--- src/design/input_priority_pkg.sv ---
package input_priority_pkg;

    // Geometry of the priority fields.
    localparam int NUM_INPUTS = 4;
    localparam int PRIO_W = 4;
    localparam int BYTE_W = 8;
    localparam int ADDR_W = 8;

    // Register offsets on the processor port.
    localparam logic [7:0] INPUT9_10_PRIORITY_OFFSET = 8'h1C;
    localparam logic [7:0] INPUT11_12_PRIORITY_OFFSET = 8'h1D;
    localparam logic [7:0] SOURCE_SELECT_OFFSET = 8'h4B;

    // Field positions.
    localparam int PATH_BANK_SELECT_BIT = 4;
    localparam int LOW_FIELD_LSB = 0;
    localparam int HIGH_FIELD_LSB = 4;

    // Values after reset.
    localparam logic [7:0] INPUT9_10_MAIN_RESET = 8'hBA;
    localparam logic [7:0] INPUT9_10_AUX_RESET = 8'hBA;
    localparam logic [7:0] INPUT11_12_MAIN_RESET = 8'hDC;
    localparam logic [7:0] INPUT11_12_AUX_RESET = 8'h00;
    localparam logic PATH_BANK_SELECT_RESET = 1'b0;

    // Field value that excludes an input from automatic selection.
    localparam logic [3:0] PRIO_DISABLED = 4'h0;

    // Read answer for unmapped addresses and idle cycles.
    localparam logic [7:0] READ_IDLE_VALUE = 8'h00;

endpackage

--- src/design/prio_path_copy.sv ---
`timescale 1ns/1ps

module prio_path_copy #(
    parameter logic [7:0] RESET_9_10 = 8'hBA,
    parameter logic [7:0] RESET_11_12 = 8'hDC
) (
    // Clock and reset.
    input wire logic sys_clk,
    input wire logic rst_b,
    // Write side.
    input wire logic wr_9_10,
    input wire logic wr_11_12,
    input wire logic [7:0] wr_data,
    // Stored bytes.
    output logic [7:0] pair_9_10_reg,
    output logic [7:0] pair_11_12_reg
);

    // The byte for inputs nine and ten.
    always_ff @(posedge sys_clk or negedge rst_b)
    begin
        if (!rst_b)
        begin
            pair_9_10_reg <= RESET_9_10;
        end
        else if (wr_9_10)
        begin
            pair_9_10_reg <= wr_data;
        end
    end

    // The byte for inputs eleven and twelve.
    always_ff @(posedge sys_clk or negedge rst_b)
    begin
        if (!rst_b)
        begin
            pair_11_12_reg <= RESET_11_12;
        end
        else if (wr_11_12)
        begin
            pair_11_12_reg <= wr_data;
        end
    end

endmodule // prio_path_copy

--- src/design/prio_pick.sv ---
`timescale 1ns/1ps

module prio_pick #(
    parameter int N = 4,
    parameter int W = 4,
    parameter int IDX_W = 2
) (
    // Priority fields, entry zero first, and availability.
    input wire logic [N-1:0][W-1:0] prio,
    input wire logic [N-1:0] available,
    // Selection result.
    output logic [N-1:0] eligible,
    output logic best_valid,
    output logic [IDX_W-1:0] best_idx,
    output logic [W-1:0] best_prio
);

    // A zero field takes the input out of automatic selection.
    for (genvar g = 0; g < N; g++)
    begin : g_elig
        assign eligible[g] = (prio[g] != {W{1'b0}}) && available[g];
    end

    // The smallest nonzero value wins; a tie keeps the lower entry.
    always_comb
    begin
        best_valid = 1'b0;
        best_idx = '0;
        best_prio = '0;
        for (int i = 0; i < N; i++)
        begin
            if (eligible[i] && (!best_valid || prio[i] < best_prio))
            begin
                best_valid = 1'b1;
                best_idx = IDX_W'(i);
                best_prio = prio[i];
            end
        end
    end

endmodule // prio_pick

--- src/design/input_priority_config_regs.sv ---
// Our own choice: the strobed register port.
`timescale 1ns/1ps

// Function
// - Each input has a 4-bit priority; smaller nonzero value means higher.
// - Value zero excludes the input; one to fifteen make it eligible while its input_available bit is set.
// - Separate main and aux path copies; bank select bit four picks one.
// - Byte one holds inputs ten and nine, reset 8'hBA in both copies.
// - Byte two holds inputs twelve and eleven, one copy per path.
module input_priority_config_regs (
    // Clock and reset.
    input wire logic sys_clk,
    input wire logic rst_b,
    // Processor port.
    input wire logic [7:0] addr,
    input wire logic [7:0] wr_data,
    input wire logic wr_strobe,
    input wire logic rd_strobe,
    output logic [7:0] rd_data,
    // Inputs currently passing their quality checks, input nine in bit 0.
    input wire logic [3:0] input_available,
    // Current path bank select.
    output logic path_bank_select,
    // Main clock path priorities and selection.
    output logic [3:0][3:0] main_prio,
    output logic [3:0] main_eligible,
    output logic main_best_valid,
    output logic [1:0] main_best_idx,
    output logic [3:0] main_best_prio,
    // Aux clock path priorities and selection.
    output logic [3:0][3:0] aux_prio,
    output logic [3:0] aux_eligible,
    output logic aux_best_valid,
    output logic [1:0] aux_best_idx,
    output logic [3:0] aux_best_prio
);

    logic bank_sel_reg;
    logic [7:0] rd_data_reg;
    logic hit_9_10;
    logic hit_11_12;
    logic hit_select;
    logic main_wr_9_10;
    logic main_wr_11_12;
    logic aux_wr_9_10;
    logic aux_wr_11_12;
    logic [7:0] main_9_10;
    logic [7:0] main_11_12;
    logic [7:0] aux_9_10;
    logic [7:0] aux_11_12;
    logic [7:0] rd_next;
    logic [3:0][3:0] main_prio_next;
    logic [3:0][3:0] aux_prio_next;
    logic [3:0] main_elig_next;
    logic [3:0] aux_elig_next;
    logic main_valid_next;
    logic aux_valid_next;
    logic [1:0] main_idx_next;
    logic [1:0] aux_idx_next;
    logic [3:0] main_bprio_next;
    logic [3:0] aux_bprio_next;
    logic [3:0][3:0] main_prio_reg;
    logic [3:0][3:0] aux_prio_reg;
    logic [3:0] main_elig_reg;
    logic [3:0] aux_elig_reg;
    logic main_valid_reg;
    logic aux_valid_reg;
    logic [1:0] main_idx_reg;
    logic [1:0] aux_idx_reg;
    logic [3:0] main_bprio_reg;
    logic [3:0] aux_bprio_reg;

    // Address decode.
    assign hit_9_10 = (addr == input_priority_pkg::INPUT9_10_PRIORITY_OFFSET);
    assign hit_11_12 =
        (addr == input_priority_pkg::INPUT11_12_PRIORITY_OFFSET);
    assign hit_select = (addr == input_priority_pkg::SOURCE_SELECT_OFFSET);

    assign main_wr_9_10 = wr_strobe && hit_9_10 && !bank_sel_reg;
    assign main_wr_11_12 = wr_strobe && hit_11_12 && !bank_sel_reg;
    assign aux_wr_9_10 = wr_strobe && hit_9_10 && bank_sel_reg;
    assign aux_wr_11_12 = wr_strobe && hit_11_12 && bank_sel_reg;

    always_ff @(posedge sys_clk or negedge rst_b)
    begin
        if (!rst_b)
        begin
            bank_sel_reg <= input_priority_pkg::PATH_BANK_SELECT_RESET;
        end
        else if (wr_strobe && hit_select)
        begin
            bank_sel_reg <=
                wr_data[input_priority_pkg::PATH_BANK_SELECT_BIT];
        end
    end

    prio_path_copy #(
        .RESET_9_10(input_priority_pkg::INPUT9_10_MAIN_RESET),
        .RESET_11_12(input_priority_pkg::INPUT11_12_MAIN_RESET)
    ) u_main_copy (
        .sys_clk(sys_clk),
        .rst_b(rst_b),
        .wr_9_10(main_wr_9_10),
        .wr_11_12(main_wr_11_12),
        .wr_data(wr_data),
        .pair_9_10_reg(main_9_10),
        .pair_11_12_reg(main_11_12)
    );

    prio_path_copy #(
        .RESET_9_10(input_priority_pkg::INPUT9_10_AUX_RESET),
        .RESET_11_12(input_priority_pkg::INPUT11_12_AUX_RESET)
    ) u_aux_copy (
        .sys_clk(sys_clk),
        .rst_b(rst_b),
        .wr_9_10(aux_wr_9_10),
        .wr_11_12(aux_wr_11_12),
        .wr_data(wr_data),
        .pair_9_10_reg(aux_9_10),
        .pair_11_12_reg(aux_11_12)
    );

    always_comb
    begin
        rd_next = input_priority_pkg::READ_IDLE_VALUE;
        if (rd_strobe)
        begin
            if (hit_9_10)
            begin
                rd_next = bank_sel_reg ? aux_9_10 : main_9_10;
            end
            else if (hit_11_12)
            begin
                rd_next = bank_sel_reg ? aux_11_12 : main_11_12;
            end
            else if (hit_select)
            begin
                rd_next[input_priority_pkg::PATH_BANK_SELECT_BIT] =
                    bank_sel_reg;
            end
        end
    end

    // Read data stands only in the cycle after the strobe.
    always_ff @(posedge sys_clk or negedge rst_b)
    begin
        if (!rst_b)
        begin
            rd_data_reg <= input_priority_pkg::READ_IDLE_VALUE;
        end
        else
        begin
            rd_data_reg <= rd_next;
        end
    end

    always_comb
    begin
        main_prio_next[0] = main_9_10[input_priority_pkg::LOW_FIELD_LSB +: 4];
        main_prio_next[1] = main_9_10[input_priority_pkg::HIGH_FIELD_LSB +: 4];
        main_prio_next[2] =
            main_11_12[input_priority_pkg::LOW_FIELD_LSB +: 4];
        main_prio_next[3] =
            main_11_12[input_priority_pkg::HIGH_FIELD_LSB +: 4];
        aux_prio_next[0] = aux_9_10[input_priority_pkg::LOW_FIELD_LSB +: 4];
        aux_prio_next[1] = aux_9_10[input_priority_pkg::HIGH_FIELD_LSB +: 4];
        aux_prio_next[2] = aux_11_12[input_priority_pkg::LOW_FIELD_LSB +: 4];
        aux_prio_next[3] = aux_11_12[input_priority_pkg::HIGH_FIELD_LSB +: 4];
    end

    prio_pick #(
        .N(input_priority_pkg::NUM_INPUTS),
        .W(input_priority_pkg::PRIO_W),
        .IDX_W(2)
    ) u_main_pick (
        .prio(main_prio_next),
        .available(input_available),
        .eligible(main_elig_next),
        .best_valid(main_valid_next),
        .best_idx(main_idx_next),
        .best_prio(main_bprio_next)
    );

    prio_pick #(
        .N(input_priority_pkg::NUM_INPUTS),
        .W(input_priority_pkg::PRIO_W),
        .IDX_W(2)
    ) u_aux_pick (
        .prio(aux_prio_next),
        .available(input_available),
        .eligible(aux_elig_next),
        .best_valid(aux_valid_next),
        .best_idx(aux_idx_next),
        .best_prio(aux_bprio_next)
    );

    for (genvar g = 0; g < input_priority_pkg::NUM_INPUTS; g++)
    begin : g_prio
        always_ff @(posedge sys_clk or negedge rst_b)
        begin
            if (!rst_b)
            begin
                main_prio_reg[g] <= input_priority_pkg::PRIO_DISABLED;
                aux_prio_reg[g] <= input_priority_pkg::PRIO_DISABLED;
            end
            else
            begin
                main_prio_reg[g] <= main_prio_next[g];
                aux_prio_reg[g] <= aux_prio_next[g];
            end
        end
    end

    always_ff @(posedge sys_clk or negedge rst_b)
    begin
        if (!rst_b)
        begin
            main_elig_reg <= 4'h0;
        end
        else
        begin
            main_elig_reg <= main_elig_next;
        end
    end

    always_ff @(posedge sys_clk or negedge rst_b)
    begin
        if (!rst_b)
        begin
            main_valid_reg <= 1'b0;
            main_idx_reg <= 2'h0;
            main_bprio_reg <= input_priority_pkg::PRIO_DISABLED;
        end
        else
        begin
            main_valid_reg <= main_valid_next;
            main_idx_reg <= main_idx_next;
            main_bprio_reg <= main_bprio_next;
        end
    end

    always_ff @(posedge sys_clk or negedge rst_b)
    begin
        if (!rst_b)
        begin
            aux_elig_reg <= 4'h0;
        end
        else
        begin
            aux_elig_reg <= aux_elig_next;
        end
    end

    always_ff @(posedge sys_clk or negedge rst_b)
    begin
        if (!rst_b)
        begin
            aux_valid_reg <= 1'b0;
            aux_idx_reg <= 2'h0;
            aux_bprio_reg <= input_priority_pkg::PRIO_DISABLED;
        end
        else
        begin
            aux_valid_reg <= aux_valid_next;
            aux_idx_reg <= aux_idx_next;
            aux_bprio_reg <= aux_bprio_next;
        end
    end

    // Outputs come straight from flip-flops.
    assign rd_data = rd_data_reg;
    assign path_bank_select = bank_sel_reg;
    assign main_prio = main_prio_reg;
    assign main_eligible = main_elig_reg;
    assign main_best_valid = main_valid_reg;
    assign main_best_idx = main_idx_reg;
    assign main_best_prio = main_bprio_reg;
    assign aux_prio = aux_prio_reg;
    assign aux_eligible = aux_elig_reg;
    assign aux_best_valid = aux_valid_reg;
    assign aux_best_idx = aux_idx_reg;
    assign aux_best_prio = aux_bprio_reg;

endmodule // input_priority_config_regs

--- config.mk ---
export PLATFORM = sky130hd
export DESIGN_NAME = input_priority_config_regs
export DESIGN_NICKNAME = d
export VERILOG_FILES = /design/src/design/input_priority_pkg.sv /design/src/design/prio_path_copy.sv /design/src/design/prio_pick.sv /design/src/design/input_priority_config_regs.sv
export SDC_FILE = /design/constraint.sdc
export NUM_CORES = 1
export LEC_CHECK = 0
export BUFFER_PORTS_ARGS = -buffer_cell sky130_fd_sc_hd__clkbuf_2
export CAP_MARGIN = 20
export CORE_MARGIN = 10
export CORE_UTILIZATION = 55
export CTS_BUF_LIST = sky130_fd_sc_hd__clkbuf_2 sky130_fd_sc_hd__clkbuf_4 sky130_fd_sc_hd__clkbuf_8
export DETAILED_ROUTE_END_ITERATION = 10
export PLACE_DENSITY = 0.8
export SLEW_MARGIN = 20
export SYNTH_ARGS = -nofsm -noshare
export SYNTH_HDL_FRONTEND = slang
export SYNTH_HIERARCHICAL = 1
export SYNTH_SLANG_ARGS = --single-unit
export TNS_END_PERCENT = 10
--- constraint.sdc ---
create_clock -name sys_clk -period 13.2 [get_ports sys_clk]
set_clock_uncertainty 0.15 [all_clocks]
set_input_delay 0.66 -clock sys_clk [delete_from_list [all_inputs] [get_ports sys_clk]]
set_output_delay 0.66 -clock sys_clk [all_outputs]
set_load 0.02 [all_outputs]
* Yosys cells after proc, flatten, opt, wreduce, memory -nomap -nowiden *
Cells that the tools add are included.

operators by class
  add/sub/neg operators = 0
  multipliers = 0
  divide/modulo/power cells = 0
  order comparisons = 6
  equal/unequal tests = 3
  shifts and indexed selects = 0
  mux-type cells = 30
  bitwise gates (word level) = 0
  reductions and logical operators = 42

operator list
  operator                                              number
  2-to-1 mux 4 bit                                      9
  2-to-1 mux 8 bit                                      4
  nonzero test 4 bit                                    8
  less-than comparator 4 bit                            6
  logical AND 1 bit                                     21
  equality test 8 x 5 -> 1 bit (second input constant)  2
  2-to-1 mux 1 bit                                      12
  equality test 8 x 7 -> 1 bit (second input constant)  1
  2-to-1 mux 2 bit                                      4
  logical NOT 1 bit                                     7
  logical OR 1 bit                                      6
  2-to-1 mux 3 bit                                      1

word-level totals
  flip-flop bits (word level) = 95
  latch bits = 0
  bits in writable memories = 0
  bits in read-only memories = 0
  output and inout bits = 63
  word-level logic and storage cells = 103
  memories kept = 0

* Longest topological paths before layout *
  depth after elaboration = 15
  gate-level depth with buffers = 22
  depth with buffers taken out = 22

* Cells and area by module *
Netlist, hierarchy kept.

by module, submodules not included
  module                         instances  cells each  area each (µm²)  sequential area each (µm²)
  input_priority_config_regs     1          99          1971.9           1576.5
  prio_pick                      2          71          561.8            0.0
  prio_path_copy at u_main_copy  1          34          675.6            412.9
  prio_path_copy at u_aux_copy   1          34          669.4            406.6

* Least setup slack after synthesis *
OpenSTA, ideal clock, no wires.

  path kind = input port to flip-flop
  start point = input port input_available[0]
  end point = register main_bprio_reg[0], in the netlist main_best_prio[0]
  arrival = 4.321 ns
  required time = 12.925 ns
  setup slack = 8.604 ns
  stages = 21
  cells stage by stage = nand2_1 > ha_1 > nor4bb_1 > o21ai_1 > a21boi_4 > nand2_1 > o21ai_0 > inv_1 > ha_1 > a21o_1 > a21oi_1 > o21ai_2 > o21ai_2 > mux2i_1 > ha_1 > a22o_1 > nor4_1 > o21ai_2 > a31oi_4 > or2_4 > mux2_4

on the way
  longest elaborated chain between the ends = 14
  elaborated cells between the ends (all ways) = 20
  those cells by class = order compare (3); mux (7); reduce/logical (10)

ends and longest elaborated chain
  what                                                             RTL line                           source
  start, declared                                                  input_priority_config_regs.sv:21   input wire logic [3:0] input_available,
  logical AND 1 bit *                                              prio_pick.sv:21                    assign eligible[g] = (prio[g] != {W{1'b0}}) && available[g];
  2-to-1 mux 4 bit or 2-to-1 mux 1 bit (tied branches)             prio_pick.sv:32                    if (eligible[i] && (!best_valid || prio[i] < best_prio))
  less-than comparator 4 bit or logical NOT 1 bit (tied branches)  prio_pick.sv:32
  logical OR 1 bit                                                 prio_pick.sv:32
  logical AND 1 bit                                                prio_pick.sv:32
  2-to-1 mux 4 bit or 2-to-1 mux 1 bit (tied branches)             prio_pick.sv:32
  less-than comparator 4 bit or logical NOT 1 bit (tied branches)  prio_pick.sv:32
  logical OR 1 bit                                                 prio_pick.sv:32
  logical AND 1 bit                                                prio_pick.sv:32
  2-to-1 mux 4 bit or 2-to-1 mux 1 bit (tied branches)             prio_pick.sv:32
  less-than comparator 4 bit or logical NOT 1 bit (tied branches)  prio_pick.sv:32
  logical OR 1 bit                                                 prio_pick.sv:32
  logical AND 1 bit                                                prio_pick.sv:32
  2-to-1 mux 4 bit *                                               prio_pick.sv:32
  via main_bprio_next[0]                                           input_priority_config_regs.sv:60   logic [3:0] main_bprio_next;
  end signal, assigned                                             input_priority_config_regs.sv:232  main_bprio_reg <= input_priority_pkg::PRIO_DISABLED;
  end signal, assigned                                             input_priority_config_regs.sv:238  main_bprio_reg <= main_bprio_next;
  end, declared                                                    input_priority_config_regs.sv:70   logic [3:0] main_bprio_reg;

Mark *: on every way through the listed nets, which the timed path passes. The rest lies on a longest branch.
A chain may end at the register's enable or synchronous reset.

* Worst setup path in the final report *
  start point = register u_aux_copy.pair_9_10_reg[1]
  end point = register aux_bprio_reg[0], in the netlist aux_best_prio[0]

on the way
  longest elaborated chain between the ends = 15
  elaborated cells between the ends (all ways) = 21
  those cells by class = order compare (3); mux (7); reduce/logical (11)

ends and longest elaborated chain
  what                                                             RTL line                           source
  start, declared                                                  prio_path_copy.sv:15               output logic [7:0] pair_9_10_reg,
  start signal, assigned                                           prio_path_copy.sv:28               pair_9_10_reg <= wr_data;
  nonzero test 4 bit                                               prio_pick.sv:21
  logical AND 1 bit                                                prio_pick.sv:21
  2-to-1 mux 4 bit or 2-to-1 mux 1 bit (tied branches)             prio_pick.sv:32
  less-than comparator 4 bit or logical NOT 1 bit (tied branches)  prio_pick.sv:32
  logical OR 1 bit                                                 prio_pick.sv:32
  logical AND 1 bit                                                prio_pick.sv:32
  2-to-1 mux 4 bit or 2-to-1 mux 1 bit (tied branches)             prio_pick.sv:32
  less-than comparator 4 bit or logical NOT 1 bit (tied branches)  prio_pick.sv:32
  logical OR 1 bit                                                 prio_pick.sv:32
  logical AND 1 bit                                                prio_pick.sv:32
  2-to-1 mux 4 bit or 2-to-1 mux 1 bit (tied branches)             prio_pick.sv:32
  less-than comparator 4 bit or logical NOT 1 bit (tied branches)  prio_pick.sv:32
  logical OR 1 bit                                                 prio_pick.sv:32
  logical AND 1 bit                                                prio_pick.sv:32
  2-to-1 mux 4 bit *                                               prio_pick.sv:32
  via aux_bprio_next[0]                                            input_priority_config_regs.sv:61   logic [3:0] aux_bprio_next;
  end signal, assigned                                             input_priority_config_regs.sv:260  aux_bprio_reg <= input_priority_pkg::PRIO_DISABLED;
  end signal, assigned                                             input_priority_config_regs.sv:266  aux_bprio_reg <= aux_bprio_next;
  end, declared                                                    input_priority_config_regs.sv:71   logic [3:0] aux_bprio_reg;

Marks and branches as above.

==> flow_summary.yaml <==
drt:
  num_vias: 2878
  drt-pass1-iter-count: 5
  wl_per_cell_um: 20.2
  drc_errors: 0
  vias_per_cell: 5.65
  ant_nets: 0
  totalWireLength_mm: 10.3
  drt_iter0_drc: 135
final_layout:
  fillers: 577
  area_growth_pct: 16.0
  finalNetCount: 444
  final_cell_area_mm2: 0.00515
  final_layout_size_suffix_gt1_share_pct: 45.2
  diodes: 0
power_and_ir_drop:
  p_sw_uw: 143
  ir_drop_mv: 0.0632
  p_per_area_mw_per_mm2: 109
  seqPwrFrac_pct: 55.1
  netSwitchingFraction_pct: 25.5
  p_leak_uw: 0.00258
  power.internal_uw: 418
  combPwrFrac_pct: 11.0
  clockPowerShare_pct: 34.0
place:
  detailed_place.area_mm2: 0.00495
  place.gp.congestion: 0.829
  hpwl_mm: 7.73
  io_buffer_count: 86
die:
  die-area_mm2: 0.0121
  die_h_um: 110
  fp.coreArea_mm2: 0.00781
  num_rows: 32
  io_pins: 87
  die_x_um: 110
  start_util_pct: 56.9
timing:
  period_needed_ns: 5.24
  grt_setup_unrepaired: "false"
  worst_hold_slack_ns: 0.131
  drv_slew: 0
  tns_ns: 0
  hold_viol: 0
  slew-limit-headroom_pct: 31.2
  timing.final.crit_share_pct: 39.7
  setup_viol: 0
  max_freq_mhz: 191
  max_slew.worst_pin.slew_ns: 1.03
global_route:
  grt.total_usage_pct: 17.6
  overflow: 0
  use_met3_pct: 5.03
  grt_pass1_wl_mm: 16.4
  use_met2_pct: 29.5
  grt_pass1_vias: 3130
  met1_usage_pct: 21.1
  antenna_found_initial: 0
  grt_max_degree: 54
  top_usage_layer: "met2"
min_path:
  worstHoldPathType: "in -> async"
worst_setup_path:
  worst-path-buf-inv: 1
  crit_chain: "nand2_1 -> ha_1 -> nor4bb_1 -> o21ai_1 -> a21boi_4 -> nand2_1 -> o21ai_0 -> inv_1 -> ha_1 -> a21o_1 -> a21oi_1 -> o21ai_2 -> o21ai_2 -> mux2i_1 -> ha_1 -> a22o_1 -> nor4_1 -> o21ai_2 -> a31oi_4 -> or2_4 -> mux2_4"
  cpMaxStageDelayCell: "dfstp_2"
  cp.required_ns: 13.30
  crit_path_end_kind: "flop"
  critical-path-max-stage-delay_ns: 0.59
  critical_path_class: "reg -> reg"
  worstPathArrival_ns: 5.34
  cp-start-kind: "flop"
  path_max_fanout: 8
  critical-path-top-delay-family: "compound AO/OA/AOI/OAI gates"
clock_network:
  clkSinkCount: 95
  cts_resized: 0
  cts_hold_buf: 0
  htreeDepth: 3
  clk_latency_ns: 0.36
  cts_tree: "built"
  clock_tree.root_cell: "clkbuf_8"
  postCtsSetupRepairBufs: 0
  clk_path_buf_depth: 2
  numCtsBuffers: 9
  clk_pin_slew_ns: 0.09
yosys:
  synth_area_mm2: 0.00444
  ys_async_sr_fraction_pct: 100
  synth_edf_count: 0
  synth.largest_area_cell: "dfrtp_1"
  syn_nets: 351
  yosysTopAreaCellShare_pct: 45.1
  yosysSeqAreaShare_pct: 54.0
  synthTopCellsByArea: "dfrtp_1, mux2_4, dfstp_2"
  yosysWarnings: 6
  ys_seq_elements: 95
  syn_area_per_cell_um2: 14.4
  syn_inst: 309
  yosysUniqueCellTypes: 45
  synthFlopType: "dfrtp_1"
status:
  status: "completed"
run:
  maxCapViolations: 0
[layer usage]
| metal | share of wire, % | wire [µm] | vias to the layer above |
|---|---|---|---|
| li1 | - | - | 1322 |
| met1 | 40 | 4090 | 1444 |
| met2 | 50 | 5130 | 102 |
| met3 | 9.0 | 927 | 10 |
| met4 | 1.1 | 116 | 0 |
| met5 | 0 | 0 | - |
[cell families (layout without fill, tap and decap cells)]
family	Yosys count	in the layout	share of synthesized area (%)
flops	95	95	54.0
compound gates	68	68	13.2
simple gates	56	56	7.27
mux	50	50	17.4
buf+inv	22	120	3.10
fa+ha+maj	18	18	5.07
[per-stage QoR]
| step | power (µW) | worst slack [ns] | util [%] | instances |
|---|---|---|---|---|
| after global routing | 585 | 7.76 | 66.0 | 509 |
| after detailed placement | 377 | 7.70 | 63.3 | 493 |
| after CTS | 568 | 8.03 | 65.9 | 509 |
| after floorplan | 351 | 8.60 | - | 309 |
| final | 561 | 7.96 | 66.0 | 509 |
| after global placement | 374 | 7.98 | 63.3 | 493 |
[synth_stat cells, drive strengths merged (3+ instances only)]
cell type and count:
dfrtp 80, mux2 35, o21ai 30, nand2 19, ha 18, dfstp 15, inv 14, a21oi 10
nor2 9, mux2i 8, and3 7, buf 7, mux4 7, a21boi 5, nor4bb 5, a21o 4
o41a 4, o41ai 4, nand3 3
[cell type report]
class,instances,area (µm²),share of cell area [%]
clock buffer,11,139,2.70
clock inverter,5,58.8,1.14
inverter,14,52.6,1.02
multi-input combinational,192,1910,37.1
sequential,95,2400,46.5
tap,102,128,2.48
timing repair buffer,90,463,8.99
[placed cells by master, fill, tap and decap left out, types with 3 or more instances in the layout]
cell type / count
clkbuf_2: 85
inv_1: 14
mux4_2: 3
o21ai_0: 14
a21oi_1: 10
nor2_1: 7
and3_1: 7
o21ai_2: 6
dfrtp_1: 80
mux4_1: 4
dfstp_2: 15
clkbuf_8: 9
o21ai_1: 8
ha_1: 18
nor4bb_1: 4
a21o_1: 4
mux2i_1: 8
a21boi_0: 3
buf_4: 5
nand2_1: 19
nand3_1: 3
mux2_4: 34
[power by group through the flow]
stage | registers [µW] | logic [µW] | clock network, µW
6_report | 309 | 61.7 | 191
4_1_cts | 309 | 62.4 | 197
2_1_floorplan | 321 | 30.1 | 0
3_5_place_dp | 315 | 62.3 | 0
5_1_grt | 311 | 67.4 | 207
3_3_place_gp | 314 | 60.1 | 0
[worst reg2reg max path, cell delays in order, from the launching register on]
cell and delay (ns):
dfstp_2 0.59, nand2_1 0.08, ha_1 0.20, nor4bb_1 0.34, o21ai_1 0.17, a21boi_4 0.27, nand2_1 0.08, o21ai_0 0.12
inv_1 0.08, ha_1 0.31, a21o_1 0.19, a21oi_1 0.20, o21ai_2 0.12, o21ai_2 0.27, mux2i_1 0.35, ha_1 0.31
a22o_1 0.24, nor4_1 0.26, o21ai_2 0.12, a31oi_4 0.20, or2_4 0.19, mux2_4 0.29
[worst paths after layout]
| check | cells after the start | end | from | slack, ns |
|---|---|---|---|---|
| max reg2reg | 21 | aux_best_prio[0] | u_aux_copy/pair_9_10_reg[1] | 7.96 |
| min | 1 | main_best_prio[1] | rst_b | 0.13 |
| max in group asynchronous | 2 | u_main_copy/pair_9_10_reg[6] | rst_b | 11.75 |
| min in group sys_clk | 0 | main_prio[14] | u_main_copy/pair_11_12_reg[6] | 0.29 |
| max | 21 | aux_best_prio[0] | u_aux_copy/pair_9_10_reg[1] | 7.96 |
| min reg2reg | 0 | main_prio[14] | u_main_copy/pair_11_12_reg[6] | 0.29 |
Note: power is estimated with default switching activity, not from simulation.
